File: src/stop_mode_defines.svh
`ifndef STOP_MODE_DEFINES_SVH
`define STOP_MODE_DEFINES_SVH

// Register offsets.
`define HALT_CONTROL_ADDR       8'h38
`define CLOCK_MODE_CONTROL_ADDR 8'h39

// Halt control fields.
`define HC_HALT_BIT    7
`define HC_RELEASE_METHOD_BIT    6
`define HC_RETURN_MODE_SELECT_BIT    5
`define HC_KEEP_BIT    4
`define HC_WUT_HI      3
`define HC_WUT_LO      2

// Clock mode control fields.
`define CM_FAST_BIT    7
`define CM_SLOW_BIT    6
`define CM_SEL_BIT     5
`define CM_IDLE_BIT    4
`define CM_GATE_BIT    2

// Reset values.
`define HALT_CONTROL_RST       8'h00
`define CLOCK_MODE_CONTROL_RST 8'h80

// Warm-up counts in oscillator cycles.
`define WU_FAST_0 32'h0003_0000
`define WU_FAST_1 32'h0001_0000
`define WU_FAST_2 32'h0000_C000
`define WU_FAST_3 32'h0000_4000
`define WU_SLOW_0 32'h0000_6000
`define WU_SLOW_1 32'h0000_2000
`define WU_SLOW_2 32'h0000_00C0
`define WU_SLOW_3 32'h0000_0040
`define FLASH_WAIT_FAST 32'h0000_0400
`define FLASH_WAIT_SLOW 32'h0000_0008

`endif

File: src/stop_mode_pkg.sv
package stop_mode_pkg;

  typedef enum logic [1:0] {
    PM_RUN,
    PM_HALT,
    PM_WARMUP,
    PM_FLASH_WAIT
  } power_state_t;

  typedef struct packed {
    logic [7:0] addr;
    logic [7:0] wdata;
    logic       wr;
    logic       rd;
  } reg_req_t;

  typedef struct packed {
    logic fast_osc_on;
    logic slow_osc_on;
    logic slow_clock_active;
    logic cpu_halt;
    logic wdt_halt;
    logic periph_gate;
    logic tg_clear;
  } clk_ctrl_t;

endpackage : stop_mode_pkg

File: src/stop_mode_power_control.sv
`timescale 1ns/1ns
`include "stop_mode_defines.svh"
module stop_mode_power_control
  import stop_mode_pkg::*;
#(
  parameter int CNT_W = 32,
  parameter logic [CNT_W-1:0] WU_FAST_0_CYC = `WU_FAST_0,
  parameter logic [CNT_W-1:0] WU_FAST_1_CYC = `WU_FAST_1,
  parameter logic [CNT_W-1:0] WU_FAST_2_CYC = `WU_FAST_2,
  parameter logic [CNT_W-1:0] WU_FAST_3_CYC = `WU_FAST_3,
  parameter logic [CNT_W-1:0] WU_SLOW_0_CYC = `WU_SLOW_0,
  parameter logic [CNT_W-1:0] WU_SLOW_1_CYC = `WU_SLOW_1,
  parameter logic [CNT_W-1:0] WU_SLOW_2_CYC = `WU_SLOW_2,
  parameter logic [CNT_W-1:0] WU_SLOW_3_CYC = `WU_SLOW_3
) (
  // Clock and reset
  input  wire logic       sys_clk,
  input  wire logic       rst,
  // Register port
  input  wire reg_req_t   req,
  output logic [7:0]      rdata,
  // Oscillator ticks, one-cycle pulses on sys_clk
  input  wire logic       fast_tick,
  input  wire logic       slow_tick,
  // Wake pins
  input  wire logic       release_pin_port,
  input  wire logic [3:0] key_wake_inputs,
  input  wire logic [3:0] key_wake_control,
  // Flash wait enable
  input  wire logic       halt_flash_wait_enable,
  // Idle and deep idle release event
  input  wire logic       idle_release,
  // Clock control outputs
  output clk_ctrl_t       clk_ctrl,
  output logic            port_float,
  output logic            port_input_zero,
  output logic            release_pin_float,
  output logic            pc_hold,
  output logic            soft_reset_req
);

  logic [7:0]       halt_control_reg;
  logic [7:0]       clock_mode_control_reg;
  logic [7:0]       rdata_reg;
  power_state_t     state_reg;
  power_state_t     state_next;
  logic [CNT_W-1:0] count_reg;
  logic [1:0]       rel_sync_reg;
  logic [3:0]       key_sync0_reg;
  logic [3:0]       key_sync_reg;
  logic             rel_prev_reg;
  logic             level_armed_reg;
  logic             target_slow_reg;
  logic             flash_wait_reg;
  logic             soft_reset_reg;

  // Pin synchronisers; only stage two is ever read.
  always_ff @(posedge sys_clk or posedge rst) begin
    if (rst) begin
      rel_sync_reg  <= 2'h0;
      key_sync0_reg <= 4'hF;
      key_sync_reg  <= 4'hF;
      rel_prev_reg  <= 1'b0;
    end else begin
      rel_sync_reg  <= {rel_sync_reg[0], release_pin_port};
      key_sync0_reg <= key_wake_inputs;
      key_sync_reg  <= key_sync0_reg;
      rel_prev_reg  <= rel_sync_reg[1];
    end
  end

  wire rel_level = rel_sync_reg[1];
  wire rel_rise  = rel_level & ~rel_prev_reg;
  wire key_wake  = |(~key_sync_reg & key_wake_control);

  // Register decode.
  wire wr_halt = req.wr && (req.addr == `HALT_CONTROL_ADDR);
  wire wr_mode = req.wr && (req.addr == `CLOCK_MODE_CONTROL_ADDR);
  wire rd_halt = req.rd && (req.addr == `HALT_CONTROL_ADDR);
  wire rd_mode = req.rd && (req.addr == `CLOCK_MODE_CONTROL_ADDR);

  wire release_method_level   = halt_control_reg[`HC_RELEASE_METHOD_BIT];
  wire ret_slow     = halt_control_reg[`HC_RETURN_MODE_SELECT_BIT];
  wire [1:0] warmup_select    = halt_control_reg[`HC_WUT_HI:`HC_WUT_LO];
  wire halt_start   = wr_halt && req.wdata[`HC_HALT_BIT] && (state_reg == PM_RUN);

  // Level release counts only once armed after a mode change.
  wire level_mode   = release_method_level && level_armed_reg;
  wire level_wake   = rel_level | key_wake;
  wire wake_now     = level_mode ? level_wake : rel_rise;

  // Selected warm-up length for the mode being returned to.
  wire new_slow     = req.wdata[`HC_RETURN_MODE_SELECT_BIT];
  logic [CNT_W-1:0] wu_fast_sel;
  logic [CNT_W-1:0] wu_slow_sel;
  logic [CNT_W-1:0] wu_target;
  assign wu_fast_sel = (warmup_select == 2'h0) ? WU_FAST_0_CYC :
                       (warmup_select == 2'h1) ? WU_FAST_1_CYC :
                       (warmup_select == 2'h2) ? WU_FAST_2_CYC : WU_FAST_3_CYC;
  assign wu_slow_sel = (warmup_select == 2'h0) ? WU_SLOW_0_CYC :
                       (warmup_select == 2'h1) ? WU_SLOW_1_CYC :
                       (warmup_select == 2'h2) ? WU_SLOW_2_CYC : WU_SLOW_3_CYC;
  assign wu_target   = target_slow_reg ? wu_slow_sel : wu_fast_sel;
  wire [CNT_W-1:0] fw_target = target_slow_reg ? CNT_W'(`FLASH_WAIT_SLOW) :
                                                 CNT_W'(`FLASH_WAIT_FAST);
  wire tick         = target_slow_reg ? slow_tick : fast_tick;
  wire count_done   = (state_reg == PM_WARMUP) ? (count_reg >= wu_target - 1'b1) :
                                                 (count_reg >= fw_target - 1'b1);

  // Oscillator-enable combinations that are illegal force a reset.
  wire [7:0] wd = req.wdata;
  wire osc_fault = wr_mode && ((~wd[`CM_FAST_BIT] && ~wd[`CM_SLOW_BIT]) ||
                   (~wd[`CM_FAST_BIT] && ~clock_mode_control_reg[`CM_SEL_BIT]) ||
                   (~wd[`CM_SLOW_BIT] && clock_mode_control_reg[`CM_SEL_BIT]));

  always_comb begin
    state_next = state_reg;
    unique case (state_reg)
      PM_RUN:
        if (halt_start)
          state_next = (req.wdata[`HC_RELEASE_METHOD_BIT] && level_armed_reg && level_wake) ?
                       PM_WARMUP : PM_HALT;
      PM_HALT:
        if (wake_now)
          state_next = PM_WARMUP;
      PM_WARMUP:
        if (tick && count_done)
          state_next = flash_wait_reg ? PM_FLASH_WAIT : PM_RUN;
      PM_FLASH_WAIT:
        if (tick && count_done)
          state_next = PM_RUN;
    endcase
  end

  always_ff @(posedge sys_clk or posedge rst) begin
    if (rst) begin
      state_reg       <= PM_RUN;
      count_reg       <= '0;
      target_slow_reg <= 1'b0;
      flash_wait_reg  <= 1'b0;
    end else begin
      state_reg <= state_next;
      if (state_next != state_reg)
        count_reg <= '0;
      else if ((state_reg == PM_WARMUP || state_reg == PM_FLASH_WAIT) && tick)
        count_reg <= count_reg + 1'b1;
      if (halt_start) begin
        target_slow_reg <= new_slow;
        flash_wait_reg  <= halt_flash_wait_enable;
      end
    end
  end

  // Level mode is armed by a rising edge after leaving edge mode.
  always_ff @(posedge sys_clk or posedge rst) begin
    if (rst)
      level_armed_reg <= 1'b1;
    else if (wr_halt && req.wdata[`HC_RELEASE_METHOD_BIT] && !release_method_level)
      level_armed_reg <= rel_rise;
    else if (release_method_level && rel_rise)
      level_armed_reg <= 1'b1;
  end

  // Registers; the halt bit reads back while the halt sequence runs.
  always_ff @(posedge sys_clk or posedge rst) begin
    if (rst) begin
      halt_control_reg       <= `HALT_CONTROL_RST;
      clock_mode_control_reg <= `CLOCK_MODE_CONTROL_RST;
      soft_reset_reg         <= 1'b0;
    end else begin
      soft_reset_reg <= osc_fault;
      if (wr_halt)
        halt_control_reg <= {req.wdata[7:2], 2'h0};
      else if (state_next == PM_RUN && state_reg != PM_RUN)
        halt_control_reg[`HC_HALT_BIT] <= 1'b0;
      if (state_next == PM_RUN && state_reg != PM_RUN)
        clock_mode_control_reg[`CM_FAST_BIT] <= ~target_slow_reg;
      if (wr_mode) begin
        clock_mode_control_reg <= {wd[7:4], 1'b0, wd[2], 2'h0};
      end else if (idle_release) begin
        clock_mode_control_reg[`CM_IDLE_BIT] <= 1'b0;
        clock_mode_control_reg[`CM_GATE_BIT] <= 1'b0;
      end
    end
  end

  // Read data one cycle after the strobe; undefined bits read as zero.
  always_ff @(posedge sys_clk or posedge rst) begin
    if (rst)
      rdata_reg <= 8'h00;
    else if (rd_halt)
      rdata_reg <= {halt_control_reg[7:2], 2'h0};
    else if (rd_mode)
      rdata_reg <= {clock_mode_control_reg[7:5], clock_mode_control_reg[4],
                    1'b0, clock_mode_control_reg[2], 2'h0};
    else
      rdata_reg <= 8'h00;
  end
  assign rdata = rdata_reg;

  wire halted   = (state_reg == PM_HALT);
  wire warming  = (state_reg == PM_WARMUP);
  wire stopped  = halted | warming;
  wire sel_slow = clock_mode_control_reg[`CM_SEL_BIT];
  wire dual     = clock_mode_control_reg[`CM_SLOW_BIT];

  // The warm-up oscillators follow the return target; slow return leaves fast off.
  assign clk_ctrl.fast_osc_on = halted ? 1'b0 :
                                warming ? ~target_slow_reg :
                                clock_mode_control_reg[`CM_FAST_BIT];
  assign clk_ctrl.slow_osc_on = halted ? 1'b0 :
                                warming ? (target_slow_reg | dual) : dual;
  assign clk_ctrl.slow_clock_active = sel_slow;
  assign clk_ctrl.cpu_halt    = (state_reg != PM_RUN) |
                                clock_mode_control_reg[`CM_IDLE_BIT];
  assign clk_ctrl.wdt_halt    = stopped | clock_mode_control_reg[`CM_IDLE_BIT];
  assign clk_ctrl.periph_gate = stopped | clock_mode_control_reg[`CM_GATE_BIT];
  assign clk_ctrl.tg_clear    = halted;
  assign port_float           = stopped && !halt_control_reg[`HC_KEEP_BIT];
  assign port_input_zero      = port_float;
  assign release_pin_float    = stopped;
  assign pc_hold              = (state_reg != PM_RUN);
  assign soft_reset_req       = soft_reset_reg;

  // Assertions.
  a_halt_osc_off: assert property (@(posedge sys_clk) disable iff (rst)
    halted |-> !clk_ctrl.fast_osc_on && !clk_ctrl.slow_osc_on)
    else $error("Oscillator running while halted.");
  a_tg_cleared: assert property (@(posedge sys_clk) disable iff (rst)
    halted |-> count_reg == '0 && clk_ctrl.tg_clear)
    else $error("Divider not cleared in halt.");
  a_edge_release: assert property (@(posedge sys_clk) disable iff (rst)
    halted && !level_mode && rel_rise |=> state_reg == PM_WARMUP)
    else $error("Edge did not release halt.");
  a_level_release: assert property (@(posedge sys_clk) disable iff (rst)
    halted && level_mode && level_wake |=> state_reg == PM_WARMUP)
    else $error("Level wake missed.");
  a_level_skip: assert property (@(posedge sys_clk) disable iff (rst)
    halt_start && req.wdata[`HC_RELEASE_METHOD_BIT] && level_armed_reg && level_wake
    |=> state_reg == PM_WARMUP)
    else $error("Halt not skipped.");
  a_port_float: assert property (@(posedge sys_clk) disable iff (rst)
    stopped |-> port_float == !halt_control_reg[`HC_KEEP_BIT] && release_pin_float)
    else $error("Port float wrong in halt.");
  a_pc_hold: assert property (@(posedge sys_clk) disable iff (rst)
    $rose(pc_hold) |-> $past(halt_start))
    else $error("Program counter held without halt.");
  a_osc_fault: assert property (@(posedge sys_clk) disable iff (rst)
    osc_fault |=> soft_reset_req)
    else $error("Illegal oscillator write did not reset.");
  a_idle_clear: assert property (@(posedge sys_clk) disable iff (rst)
    idle_release && !wr_mode |=> !clock_mode_control_reg[`CM_IDLE_BIT])
    else $error("Idle bit not cleared.");
  a_slow_target: assert property (@(posedge sys_clk) disable iff (rst)
    warming && target_slow_reg |-> !clk_ctrl.fast_osc_on)
    else $error("Fast oscillator on for slow return.");

  // Entry into the halt and what stays frozen there.
  a_halt_entry: assert property (@(posedge sys_clk) disable iff (rst)
    halt_start |=> state_reg != PM_RUN)
    else $error("Halt request ignored.");
  a_halt_freeze: assert property (@(posedge sys_clk) disable iff (rst)
    halted |-> clk_ctrl.cpu_halt && clk_ctrl.wdt_halt && clk_ctrl.periph_gate)
    else $error("Operation not frozen in halt.");
  a_pc_stopped: assert property (@(posedge sys_clk) disable iff (rst)
    stopped |-> pc_hold && clk_ctrl.cpu_halt)
    else $error("Program counter not held.");
  a_count_entry: assert property (@(posedge sys_clk) disable iff (rst)
    halt_start |=> count_reg == '0)
    else $error("Divider not cleared on entry.");
  a_edge_only: assert property (@(posedge sys_clk) disable iff (rst)
    halted && !level_mode && !rel_rise |=> halted)
    else $error("Edge mode released without an edge.");

  a_return_fast: assert property (@(posedge sys_clk) disable iff (rst)
    state_reg != PM_RUN && state_next == PM_RUN && !target_slow_reg && !wr_mode
    |=> clock_mode_control_reg[`CM_FAST_BIT])
    else $error("Fast oscillator off after fast return.");
  a_return_slow: assert property (@(posedge sys_clk) disable iff (rst)
    state_reg != PM_RUN && state_next == PM_RUN && target_slow_reg && !wr_mode
    |=> !clock_mode_control_reg[`CM_FAST_BIT])
    else $error("Fast oscillator on after slow return.");

  a_warmup_early: assert property (@(posedge sys_clk) disable iff (rst)
    warming && !(tick && count_done) |=> warming)
    else $error("Warm-up ended early.");
  a_warmup_end: assert property (@(posedge sys_clk) disable iff (rst)
    warming && tick && count_done |=> !warming)
    else $error("Warm-up overran.");
  a_flash_entry: assert property (@(posedge sys_clk) disable iff (rst)
    warming && tick && count_done && flash_wait_reg |=> state_reg == PM_FLASH_WAIT)
    else $error("Flash wait skipped.");
  a_flash_skip: assert property (@(posedge sys_clk) disable iff (rst)
    warming && tick && count_done && !flash_wait_reg |=> state_reg == PM_RUN)
    else $error("Unwanted flash wait.");

  // Reset is checked without the disable so that the reset values themselves are seen.
  a_reset_run: assert property (@(posedge sys_clk)
    rst |-> state_reg == PM_RUN && !pc_hold && clk_ctrl.fast_osc_on && !clk_ctrl.slow_osc_on)
    else $error("Reset did not give fast single-clock run.");
  a_read_low: assert property (@(posedge sys_clk) disable iff (rst)
    $past(req.rd) |-> rdata[1:0] == 2'h0)
    else $error("Undefined low bits not zero.");
  a_read_gap: assert property (@(posedge sys_clk) disable iff (rst)
    $past(rd_mode) |-> !rdata[3])
    else $error("Undefined clock mode bit not zero.");

  a_osc_fast_bit: assert property (@(posedge sys_clk) disable iff (rst)
    !stopped |-> clk_ctrl.fast_osc_on == clock_mode_control_reg[`CM_FAST_BIT])
    else $error("Fast oscillator does not follow its enable.");
  a_osc_slow_bit: assert property (@(posedge sys_clk) disable iff (rst)
    !stopped |-> clk_ctrl.slow_osc_on == clock_mode_control_reg[`CM_SLOW_BIT])
    else $error("Slow oscillator does not follow its enable.");
  a_clock_report: assert property (@(posedge sys_clk) disable iff (rst)
    wr_mode |=> clk_ctrl.slow_clock_active == $past(req.wdata[`CM_SEL_BIT]))
    else $error("Clock select not reported.");
  a_gate_clear: assert property (@(posedge sys_clk) disable iff (rst)
    idle_release && !wr_mode |=> !clock_mode_control_reg[`CM_GATE_BIT])
    else $error("Gate bit not cleared.");
  a_legal_write: assert property (@(posedge sys_clk) disable iff (rst)
    wr_mode && !osc_fault |=> !soft_reset_req)
    else $error("Legal oscillator write caused a reset.");

  a_level_disarm: assert property (@(posedge sys_clk) disable iff (rst)
    wr_halt && req.wdata[`HC_RELEASE_METHOD_BIT] && !release_method_level && !rel_rise |=> !level_armed_reg)
    else $error("Level mode armed without an edge.");
  a_level_rearm: assert property (@(posedge sys_clk) disable iff (rst)
    release_method_level && rel_rise && !wr_halt |=> level_armed_reg)
    else $error("Level mode not armed by an edge.");
  a_edge_start: assert property (@(posedge sys_clk) disable iff (rst)
    halt_start && !req.wdata[`HC_RELEASE_METHOD_BIT] |=> halted)
    else $error("Edge mode halt did not start.");
  a_fast_warmup: assert property (@(posedge sys_clk) disable iff (rst)
    warming && !target_slow_reg |-> clk_ctrl.fast_osc_on)
    else $error("Fast oscillator off for fast return.");
  a_warmup_hold: assert property (@(posedge sys_clk) disable iff (rst)
    warming |-> clk_ctrl.cpu_halt && clk_ctrl.wdt_halt && clk_ctrl.periph_gate)
    else $error("Operation resumed during warm-up.");
  a_count_step: assert property (@(posedge sys_clk) disable iff (rst)
    warming && tick && !count_done |=> count_reg == $past(count_reg) + 1'b1)
    else $error("Warm-up count did not advance.");

  c_edge_halt: cover property (@(posedge sys_clk) disable iff (rst)
    halted && !level_mode ##1 warming);
  c_level_halt: cover property (@(posedge sys_clk) disable iff (rst)
    halted && level_mode ##1 warming);
  c_flash_wait: cover property (@(posedge sys_clk) disable iff (rst)
    state_reg == PM_FLASH_WAIT ##1 state_reg == PM_RUN);
  c_level_skip: cover property (@(posedge sys_clk) disable iff (rst)
    halt_start ##1 warming);
  c_slow_return: cover property (@(posedge sys_clk) disable iff (rst)
    warming && target_slow_reg ##1 state_reg == PM_RUN);

endmodule : stop_mode_power_control

File: config.mk
export PLATFORM = sky130hd
export DESIGN_NAME = stop_mode_power_control
export DESIGN_NICKNAME = d
export VERILOG_FILES = /design/src/stop_mode_pkg.sv /design/src/stop_mode_power_control.sv
export VERILOG_INCLUDE_DIRS = /design/src
export SDC_FILE = /design/constraint.sdc
export NUM_CORES = 1
export LEC_CHECK = 0
export BUFFER_PORTS_ARGS = -buffer_cell sky130_fd_sc_hd__buf_2
export CAP_MARGIN = 0
export CORE_MARGIN = 2
export CORE_UTILIZATION = 30
export DETAILED_ROUTE_END_ITERATION = 8
export GPL_TIMING_DRIVEN = 0
export SYNTH_ARGS = -nofsm -noshare
export SYNTH_HDL_FRONTEND = slang
export SYNTH_SLANG_ARGS = --single-unit
File: constraint.sdc
create_clock -name sys_clk -period 4.9 [get_ports sys_clk]
set_clock_uncertainty 0.1 [all_clocks]
set_input_delay 0.49 -clock sys_clk [delete_from_list [all_inputs] [get_ports sys_clk]]
set_output_delay 0.49 -clock sys_clk [all_outputs]
set_load 0.01 [all_outputs]
==> reports/results.ini, run 1 <==
[hold_path]
worstHoldPathType = in2reg
hold_start = key_wake_inputs[1]
hold_path_end = key_sync0_reg[1]
hold_path_depth = 1

[setup_path]
r2r_slack_ns = 0.57
crit_chain = buf_2, nand2_1, inv_1, nand2b_1, ha_1, nand2_1, ha_1, a211oi_1, o21ai_0, a22oi_1, nor2_1, nor4b_1, o22ai_1, or4_1, a31oi_1
max_stage_delay_ns = 0.53
worstSetupEndpointType = flop
worstPathRequired_ns = 5.05
crit_type = reg2reg
critPathMaxFanout = 14
ff2ff_path_depth = 15
worstPathArrival_ns = 4.48
r2r-end = clock_mode_control_reg[7]
r2r_start = target_slow_reg
crit_slowest_cell = dfrtp_1
critPathTopFamily = simple AND/OR/NAND/NOR gates
path_buf_inv = 2
start_kind = flop

[pwr]
power_density_nw_per_um2 = 301.0
power_mw = 1.444
ir_drop_mv = 0.1350
p_leak_nw = 2.292

[job]
cap_violations = 0

[synth]
synth_flop_cell = dfrtp_1
netlist_top_cells_count = dfrtp_1 (56), nor2_1 (56), ha_1 (40)
synth_top_cell_area_share_pct = 34.73
postSynthRegisterBits = 66
synth_area_um2 = 4035
yosysSeqAreaShare_pct = 41.24
netlist_instances = 416
synth_async_sr_flop_share_pct = 100.0
synth_area_leaders = dfrtp_1 (35%), ha_1 (12%), dfstp_2 (6.5%)
synth_edf_count = 0
yosysTopAreaCell = dfrtp_1
yosys_warnings = 0
synthDistinctLibCells = 54
synth.avg_cell_area_um2 = 9.700

[sta]
min_period_ns = 4.328
rsz0062_at_grt = no
slew_violations = 0
clock.fmax_mhz = 231.1
slew_headroom_pct = 44.57
setup_viol = 0
fin_hold_ws_ns = 0.1613
tns_ns = 0
post-route-period-util_pct = 88.32
finalHoldViolations = 0
layout_setup_ws_ns = 0.5723
tightestPinTransition_ns = 0.8315

[place]
place.gp.congestion = 0.7908
dp_hpwl_um = 6587
pre_cts_ws_ns = 0.5166
io_buffers = 47

[floorplan]
fp.dieW_um = 120.0
initial_core_util_pct = 30.59
core_um2 = 13190
die_h_um = 120.0
ios = 53
rows = 42
dieArea_um2 = 14390

[routing]
vias = 3170
drt_iter0_markers = 184
wl_per_cell_um = 13.60
drc = 0
antenna_left = 0
routed_wl_um = 8921
dr.pass1.iters = 4
vias_per_cell = 4.832

[clocking]
clock_latency_ns = 0.33
post-cts-setup-buffers = 0
postCtsHoldBufs = 0
clock_path_buffers = 2
cts_tree = built
cts_made_buffers = 9
root_buffer = clkbuf_16
cts_resized = 0
clk_pin_slew_ns = 0.05
cts_sinks = 66
htree_levels = 3

[grt]
grt_pass1_wl_um = 15400
track_usage_pct = 13.40
grt_pass1_vias = 3166
gr-total-overflow = 0
grt_max_degree = 67
antenna_found_initial = 0

[finish]
nets = 548
drive_gt1_share_pct = 20.63
n_antenna_cell = 0
largest_reg_flops = 32
area_delta_synth_final_pct = 18.91

[run_status]
run_status = complete, no violations

-- layer usage --
metal | vias up | part of all wire (%) | wire [um] | global-route usage, %
li1 | 1586 | - | - | -
met1 | 1527 | 48 | 4278 | 17.93
met2 | 55 | 47 | 4207 | 20.95
met3 | 2 | 4.0 | 356 | 2.899
met4 | 0 | 0.87 | 78 | 5.515
met5 | - | 0 | 0 | 0
-- where the power goes --
part           internal, mW  leakage (nW)  total, mW  switching, mW
sequential            0.586         0.858      0.621         0.0350
combinational        0.0785          1.29      0.173         0.0945
clock                 0.422         0.143      0.650          0.228
-- cells by family (layout without fill, tap and decap cells) --
| family | after synthesis | after routing | synth area share, % |
|---|---|---|---|
| flops | 66 | 66 | 41.24 |
| compound gates | 58 | 58 | 9.396 |
| simple gates | 172 | 172 | 21.71 |
| fa+ha+maj | 40 | 40 | 12.40 |
| xor+xnor | 32 | 32 | 6.946 |
| buf+inv | 32 | 95 | 4.248 |
| other cells | 1 | 2 | 0.09293 |
| mux | 15 | 15 | 3.969 |
-- cell type report --
type | count | area (um^2)
buffer | 15 | 107.6
clock buffer | 14 | 264.0
clock inverter | 2 | 37.54
fill | 1308 | 8392
inverter | 17 | 66.31
multi-input combinational | 319 | 2203
sequential | 66 | 1664
tap | 176 | 220.2
timing repair buffer | 47 | 235.2
-- placed cells by master (no fill, tap or decap), drive strengths merged, types with 9 or more instances in the layout --
| master | n |
|---|---|
| nand3 | 21 |
| inv | 17 |
| o21ai | 15 |
| xnor2 | 9 |
| clkbuf | 19 |
| nand2 | 31 |
| ha | 40 |
| xor2 | 23 |
| dfrtp | 56 |
| nand4 | 14 |
| dfstp | 10 |
| nor2 | 56 |
| buf | 57 |
| a21oi | 16 |
-- worst max path at each step --
stage | from | end | slack (ns) | depth (start not counted)
floorplan | target_slow_reg | clock_mode_control_reg[7] | 1.29 | 15
global placement | target_slow_reg | count_reg[23] | 0.64 | 16
detailed placement | target_slow_reg | count_reg[16] | 0.52 | 16
CTS | target_slow_reg | count_reg[16] | 0.50 | 16
global route | target_slow_reg | clock_mode_control_reg[7] | 0.02 | 15
finish | target_slow_reg | clock_mode_control_reg[7] | 0.57 | 15
-- per-stage QoR --
step	utilization (%)	instances	instance area, um^2
6_report	36.38	656	4798
4_1_cts	36.38	656	4798
2_1_floorplan	-	417	4039
3_3_place_gp	34.07	640	4494
5_1_grt	36.38	656	4798
3_5_place_dp	34.09	640	4497
No activity file was read; power rests on OpenSTA's default activity.
==> inputs of run 2 (changes only) <==
--- a/config.mk
+++ b/config.mk
@@ -12,6 +12,7 @@
 export CORE_UTILIZATION = 30
 export DETAILED_ROUTE_END_ITERATION = 8
 export GPL_TIMING_DRIVEN = 0
+export RECOVER_POWER = 50
 export SYNTH_ARGS = -nofsm -noshare
 export SYNTH_HDL_FRONTEND = slang
 export SYNTH_SLANG_ARGS = --single-unit
==> run 2 against run 1 <==
The flow now finishes with violations (capacitance limit, slew limit). Worst setup slack improved by 0.0024 ns. Core utilization about the same. Total power about the same. Cell count unchanged. First-iteration DRC count decreased by 1.1%. Register-to-register slack about the same. Critical path depth unchanged.
==> reports/results.ini, run 2 (synthesis gave the netlist of run 1 again) <==
[run_status]
run_status = complete, but fails checks
violations = capacitance limit, slew limit

[routing]
drc = 0  ; unchanged
vias = 3169  ; -0.032%
dr.pass1.iters = 4  ; unchanged
drt_iter0_markers = 182  ; -1.1%
antenna_left = 0  ; unchanged
wl_per_cell_um = 13.60  ; about the same
routed_wl_um = 8922  ; about the same
vias_per_cell = 4.831  ; about the same

[clocking]
cts_tree = built
clock_path_buffers = 2  ; unchanged
cts_made_buffers = 9  ; unchanged
cts_resized = 0  ; unchanged
post-cts-setup-buffers = 0  ; unchanged
postCtsHoldBufs = 0  ; unchanged
root_buffer = clkbuf_16
clk_pin_slew_ns = 0.05  ; about the same
clock_latency_ns = 0.33  ; about the same
htree_levels = 3  ; unchanged
cts_sinks = 66  ; unchanged

[finish]
area_delta_synth_final_pct = 18.88  ; about the same
layout_common_cells = nor2_1 (56), dfrtp_1 (56), buf_2 (48), ha_1 (40), nand2_1 (31)
nets = 548  ; unchanged
finalCoreUtilization_pct = 36.37  ; about the same
largest_reg_flops = 32  ; unchanged
final_cells = 656  ; unchanged
n_antenna_cell = 0  ; unchanged
fillers = 1308  ; unchanged
drive_gt1_share_pct = 20.63  ; unchanged

[grt]
grt_max_degree = 67  ; unchanged
track_usage_pct = 13.40  ; unchanged
gr-usage-met1_pct = 17.93  ; unchanged
grt_pass1_vias = 3166  ; unchanged
busiest_layer = met2
met2_usage_pct = 20.95  ; unchanged
gr-total-overflow = 0  ; unchanged
antenna_found_initial = 0  ; unchanged
grt_pass1_wl_um = 15400  ; unchanged
grt_use_met3_pct = 2.899  ; unchanged

[sta]
slew_violations = 67  ; +67
slew_headroom_pct = -97.22  ; -140 points
clock.fmax_mhz = 231.2  ; about the same
setup_viol = 0  ; unchanged
rsz0062_at_grt = no
finalHoldViolations = 0  ; unchanged
min_period_ns = 4.325  ; -0.002391 ns
post-route-period-util_pct = 88.27  ; about the same
tns_ns = 0  ; unchanged
tightestPinTransition_ns = 2.942  ; +2.111 ns

[floorplan]
initial_core_util_pct = 30.59  ; unchanged
rows = 42  ; unchanged
dieArea_um2 = 14390  ; unchanged
ios = 53  ; unchanged
die_h_um = 120.0  ; unchanged
fp.dieW_um = 120.0  ; unchanged
core_um2 = 13190  ; unchanged

[pwr]
p_int_mw = 1.087  ; about the same
seqPwrFrac_pct = 43.0  ; about the same
p_leak_nw = 2.288  ; -0.19%
power_mw = 1.444  ; about the same
pwr-share-clk_pct = 45.0  ; about the same
p_sw_mw = 0.3576  ; about the same
ir_drop_mv = 0.1350  ; about the same
power_density_nw_per_um2 = 301.1  ; about the same
swShare_pct = 24.76  ; about the same
comb_power_share_pct = 12.0  ; about the same

[setup_path]
worstPathRequired_ns = 5.05  ; about the same
critPathMaxFanout = 14  ; unchanged
start_kind = flop
crit_type = reg2reg
worstSetupEndpointType = flop
ff2ff_path_depth = 15  ; unchanged
worstPathArrival_ns = 4.48  ; about the same

[hold_path]
worstHoldPathType = in2reg
hold_path_depth = 1  ; unchanged

[job]
cap_violations = 1  ; +1

[place]
place.gp.congestion = 0.7908  ; unchanged
io_buffers = 47  ; unchanged
dp_cells = 640  ; unchanged
dp_hpwl_um = 6587  ; unchanged

[run 2: cell types whose count changed in the layout (fill, tap and decap cells not counted)]
| cell | delta |
|---|---|
| clkinvlp_2 | +1 |
| inv_4 | -1 |
[run 2: worst paths after layout]
path	start	to	slack [ns]
max reg2reg	target_slow_reg	clock_mode_control_reg[7]	0.57
min reg2reg	rel_sync_reg[0]	rel_sync_reg[1]	0.25
min	key_wake_inputs[1]	key_sync0_reg[1]	0.16
max	target_slow_reg	clock_mode_control_reg[7]	0.57
min in group asynchronous	rst	rel_sync_reg[0]	0.91
max in group asynchronous	rst	halt_control_reg[3]	2.48
[run 2: through the flow]
step | area, um^2 | setup WS [ns] | hold slack (ns)
5_1_grt | 4797 | 0.02350 | 0.1429
3_5_place_dp | 4497 | 0.5166 | 0.2411
2_1_floorplan | 4039 | 1.293 | 0.2312
4_1_cts | 4798 | 0.5023 | 0.1464
3_3_place_gp | 4494 | 0.6427 | 0.2333
6_report | 4797 | 0.5747 | 0.1613
[run 2: power groups by stage]
stage | Clock, mW | Sequential, mW | Combinational [mW]
after global routing | 0.690 | 0.628 | 0.203
after global placement | 0 | 0.629 | 0.166
final | 0.650 | 0.621 | 0.173
after CTS | 0.670 | 0.622 | 0.176
after detailed placement | 0 | 0.631 | 0.175
after floorplan | 0 | 0.621 | 0.128
[run 2: area by class of cell]
| class | count | area (um^2) | area share (%) |
|---|---|---|---|
| flip-flops and latches | 66 | 1664 | 34.69 |
| clock inverters | 2 | 37.54 | 0.7825 |
| inverters | 17 | 65.06 | 1.356 |
| multi-input cells | 319 | 2203 | 45.93 |
| clock buffers | 14 | 264.0 | 5.503 |
| repair buffers | 47 | 235.2 | 4.904 |
| plain buffers | 15 | 107.6 | 2.243 |
| well taps | 176 | 220.2 | 4.591 |
[run 2: critical path, cell delays in order (launching register included)]
cell and delay [ns]:
dfrtp_1 0.53, buf_2 0.28, nand2_1 0.10, inv_1 0.13, nand2b_1 0.07, ha_1 0.27
nand2_1 0.43, ha_1 0.35, a211oi_1 0.19, o21ai_0 0.15, a22oi_1 0.34, nor2_1 0.13
nor4b_1 0.35, o22ai_1 0.20, or4_1 0.42, a31oi_1 0.19
[run 2: routing by layer]
layer,part of all wire [%],up-vias
li1,-,1585
met1,48,1528
met2,47,54
met3,4.2,2
met4,0.87,0
met5,0,-
==> inputs of run 3 (changes only) <==
--- a/config.mk
+++ b/config.mk
@@ -8,10 +8,13 @@
 export LEC_CHECK = 0
 export BUFFER_PORTS_ARGS = -buffer_cell sky130_fd_sc_hd__buf_2
 export CAP_MARGIN = 0
+export CELL_PAD_IN_SITES_DETAIL_PLACEMENT = 1
+export CELL_PAD_IN_SITES_GLOBAL_PLACEMENT = 1
 export CORE_MARGIN = 2
 export CORE_UTILIZATION = 30
 export DETAILED_ROUTE_END_ITERATION = 8
 export GPL_TIMING_DRIVEN = 0
+export PLACE_DENSITY_LB_ADDON = 0.1
 export RECOVER_POWER = 50
 export SYNTH_ARGS = -nofsm -noshare
 export SYNTH_HDL_FRONTEND = slang
==> run 3 against run 2 <==
The flow still finishes with violations (capacitance limit, slew limit). Total power is 2.8% lower. Cell area is 0.50% lower. Worst hold slack worse by 0.0057 ns. Global-route usage is 2.4 points higher. Core utilization is 0.18 points lower. Combinational power hardly changed.
==> reports/results.ini, run 3 (synthesis gave the netlist of run 1 again) <==
[floorplan]
rows = 42  ; unchanged
core_um2 = 13190  ; unchanged
initial_core_util_pct = 30.59  ; unchanged
fp.dieW_um = 120.0  ; unchanged
die_h_um = 120.0  ; unchanged
ios = 53  ; unchanged
dieArea_um2 = 14390  ; unchanged

[routing]
wl_per_cell_um = 16.10  ; +18%
dr.pass1.iters = 4  ; unchanged
antenna_left = 0  ; unchanged
drc = 0  ; unchanged
routed_wl_um = 10560  ; +18%
drt_iter0_markers = 78  ; -57%
vias_per_cell = 4.953  ; +2.5%
vias = 3249  ; +2.5%

[sta]
tightestPinTransition_ns = 3.089  ; +0.1474 ns
rsz0062_at_grt = no
layout_setup_ws_ns = 0.5259  ; -0.04875 ns
setup_viol = 0  ; unchanged
slew_headroom_pct = -107.1  ; -9.9 points
tns_ns = 0  ; unchanged
post-route-period-util_pct = 89.27  ; +1.0 points
slew_violations = 67  ; unchanged
finalHoldViolations = 0  ; unchanged
min_period_ns = 4.374  ; +0.04875 ns
clock.fmax_mhz = 228.6  ; -1.1%

[setup_path]
ff2ff_path_depth = 15  ; unchanged
r2r_start = target_slow_reg
critPathTopFamily = simple AND/OR/NAND/NOR gates
crit_chain = buf_2, nand2_1, inv_1, nand2b_1, ha_1, nand2_2, ha_1, a211oi_1, o21ai_0, a22oi_1, nor2_1, nor4b_1, o22ai_1, or4_1, a31oi_1
start_kind = flop
path_common_cell = ha_1
crit_path_end = clock_mode_control_reg[7]
crit_slowest_cell = dfrtp_1
r2r-end = clock_mode_control_reg[7]
worstPathArrival_ns = 4.53  ; +0.05 ns
worstPathRequired_ns = 5.05  ; about the same
r2r_slack_ns = 0.53  ; -0.05 ns
path_buf_inv = 2  ; unchanged
path_depth = 15  ; unchanged
worstSetupEndpointType = flop
max_stage_delay_ns = 0.55  ; +0.02 ns
crit_type = reg2reg
critPathMaxFanout = 14  ; unchanged
startpoint = target_slow_reg

[finish]
layout_common_cells = nor2_1 (56), dfrtp_1 (56), buf_2 (48), ha_1 (40), nand2_1 (30)
largest_reg_flops = 32  ; unchanged
multi_input_area_um2 = 2206  ; +0.11%
fillers = 1543  ; +18%
drive_gt1_share_pct = 21.04  ; +0.42 points
seqCellArea_um2 = 1664  ; unchanged
n_antenna_cell = 0  ; unchanged
area_delta_synth_final_pct = 18.29
nets = 548  ; unchanged

[clocking]
htree_levels = 3  ; unchanged
cts_made_buffers = 9  ; unchanged
cts_tree = built
cts_sinks = 66  ; unchanged
post-cts-setup-buffers = 0  ; unchanged
root_buffer = clkbuf_16
clock_latency_ns = 0.33  ; about the same
clk_pin_slew_ns = 0.05  ; about the same
clock_path_buffers = 2  ; unchanged

[place]
place.gp.congestion = 0.7978  ; +0.89%
dp_hpwl_um = 7962  ; +21%
pre_cts_ws_ns = 0.2869  ; -0.2298 ns
io_buffers = 47  ; unchanged

[pwr]
power_density_nw_per_um2 = 294.1  ; -2.3%
p_leak_nw = 2.284  ; -0.15%
ir_drop_mv = 0.1294  ; -4.1%

[hold_path]
worstHoldPathType = in2reg
hold_start = key_wake_inputs[0]

[grt]
grt_pass1_vias = 3498  ; +10%
grt_pass1_wl_um = 17830  ; +16%
track_usage_pct = 15.82  ; +2.4 points
gr-total-overflow = 0  ; unchanged
antenna_found_initial = 0  ; unchanged
grt_max_degree = 67  ; unchanged

[run_status]
violations = capacitance limit, slew limit
run_status = complete, but fails checks

[job]
cap_violations = 1  ; unchanged

==> run 3: changes by cell type in the layout (fill, tap and decap cells not counted), sizes merged <==
cell | before | now
bufinv | 1 | 0
clkbuf | 19 | 18
clkinv | 0 | 3
clkinvlp | 2 | 1
==> run 3: worst min-delay path by stage <==
stage,end,cells after the start
after floorplan,rel_sync_reg[1],0
after global placement,rel_sync_reg[1],0
after detailed placement,rel_sync_reg[1],0
after CTS,key_sync0_reg[0],1
after global routing,key_sync0_reg[0],1
final,key_sync0_reg[0],1
==> run 3: per-layer routing <==
layer | routed length [um] | up-vias | global-route usage (%)
met1 | 5033 | 1586 | 21.35
met5 | 0 | - | 0
met3 | 413 | 11 | 2.852
met4 | 141 | 0 | 5.294
met2 | 4975 | 56 | 25.57
li1 | - | 1596 | -
==> run 3: power breakdown <==
part           internal (mW)  switching, mW
Combinational         0.0790         0.0970
Sequential             0.586         0.0370
Clock                  0.368          0.237
==> run 3: layout make-up <==
cell class	instances	share of cell area, %
Inverter	17	1.363
Tap cell	176	4.613
Clock buffer	13	5.452
Multi-Input combinational cell	319	46.21
Buffer	15	2.254
Clock inverter	3	0.3145
Timing Repair Buffer	47	4.928
Sequential cell	66	34.86
==> run 3: worst reg2reg max path: stages, from the launching register on <==
cell      delay [ns]
dfrtp_1         0.55
buf_2           0.29
nand2_1         0.10
inv_1           0.15
nand2b_1        0.08
ha_1            0.29
nand2_2         0.30
ha_1            0.32
a211oi_1        0.20
o21ai_0         0.16
a22oi_1         0.36
nor2_1          0.13
nor4b_1         0.44
o22ai_1         0.23
or4_1           0.43
a31oi_1         0.17
==> run 3: through the flow <==
step           hold slack [ns]  std cells  util [%]  total power [mW]  instance area (um^2)
2_1_floorplan           0.2312        417         -            0.7492                  4039
3_3_place_gp            0.2348        640     34.07            0.8032                  4494
3_5_place_dp            0.2395        640     34.09            0.8108                  4497
4_1_cts                 0.1432        656     36.18             1.426                  4772
5_1_grt                 0.1467        656     36.19             1.479                  4773
6_report                0.1556        656     36.19             1.404                  4773
==> run 3: what timing repair did <==
item                                    in CTS  in global routing
hold buffers                                 0                  0
resized for setup                            0                  1
endpoints found under the setup margin       0                 30
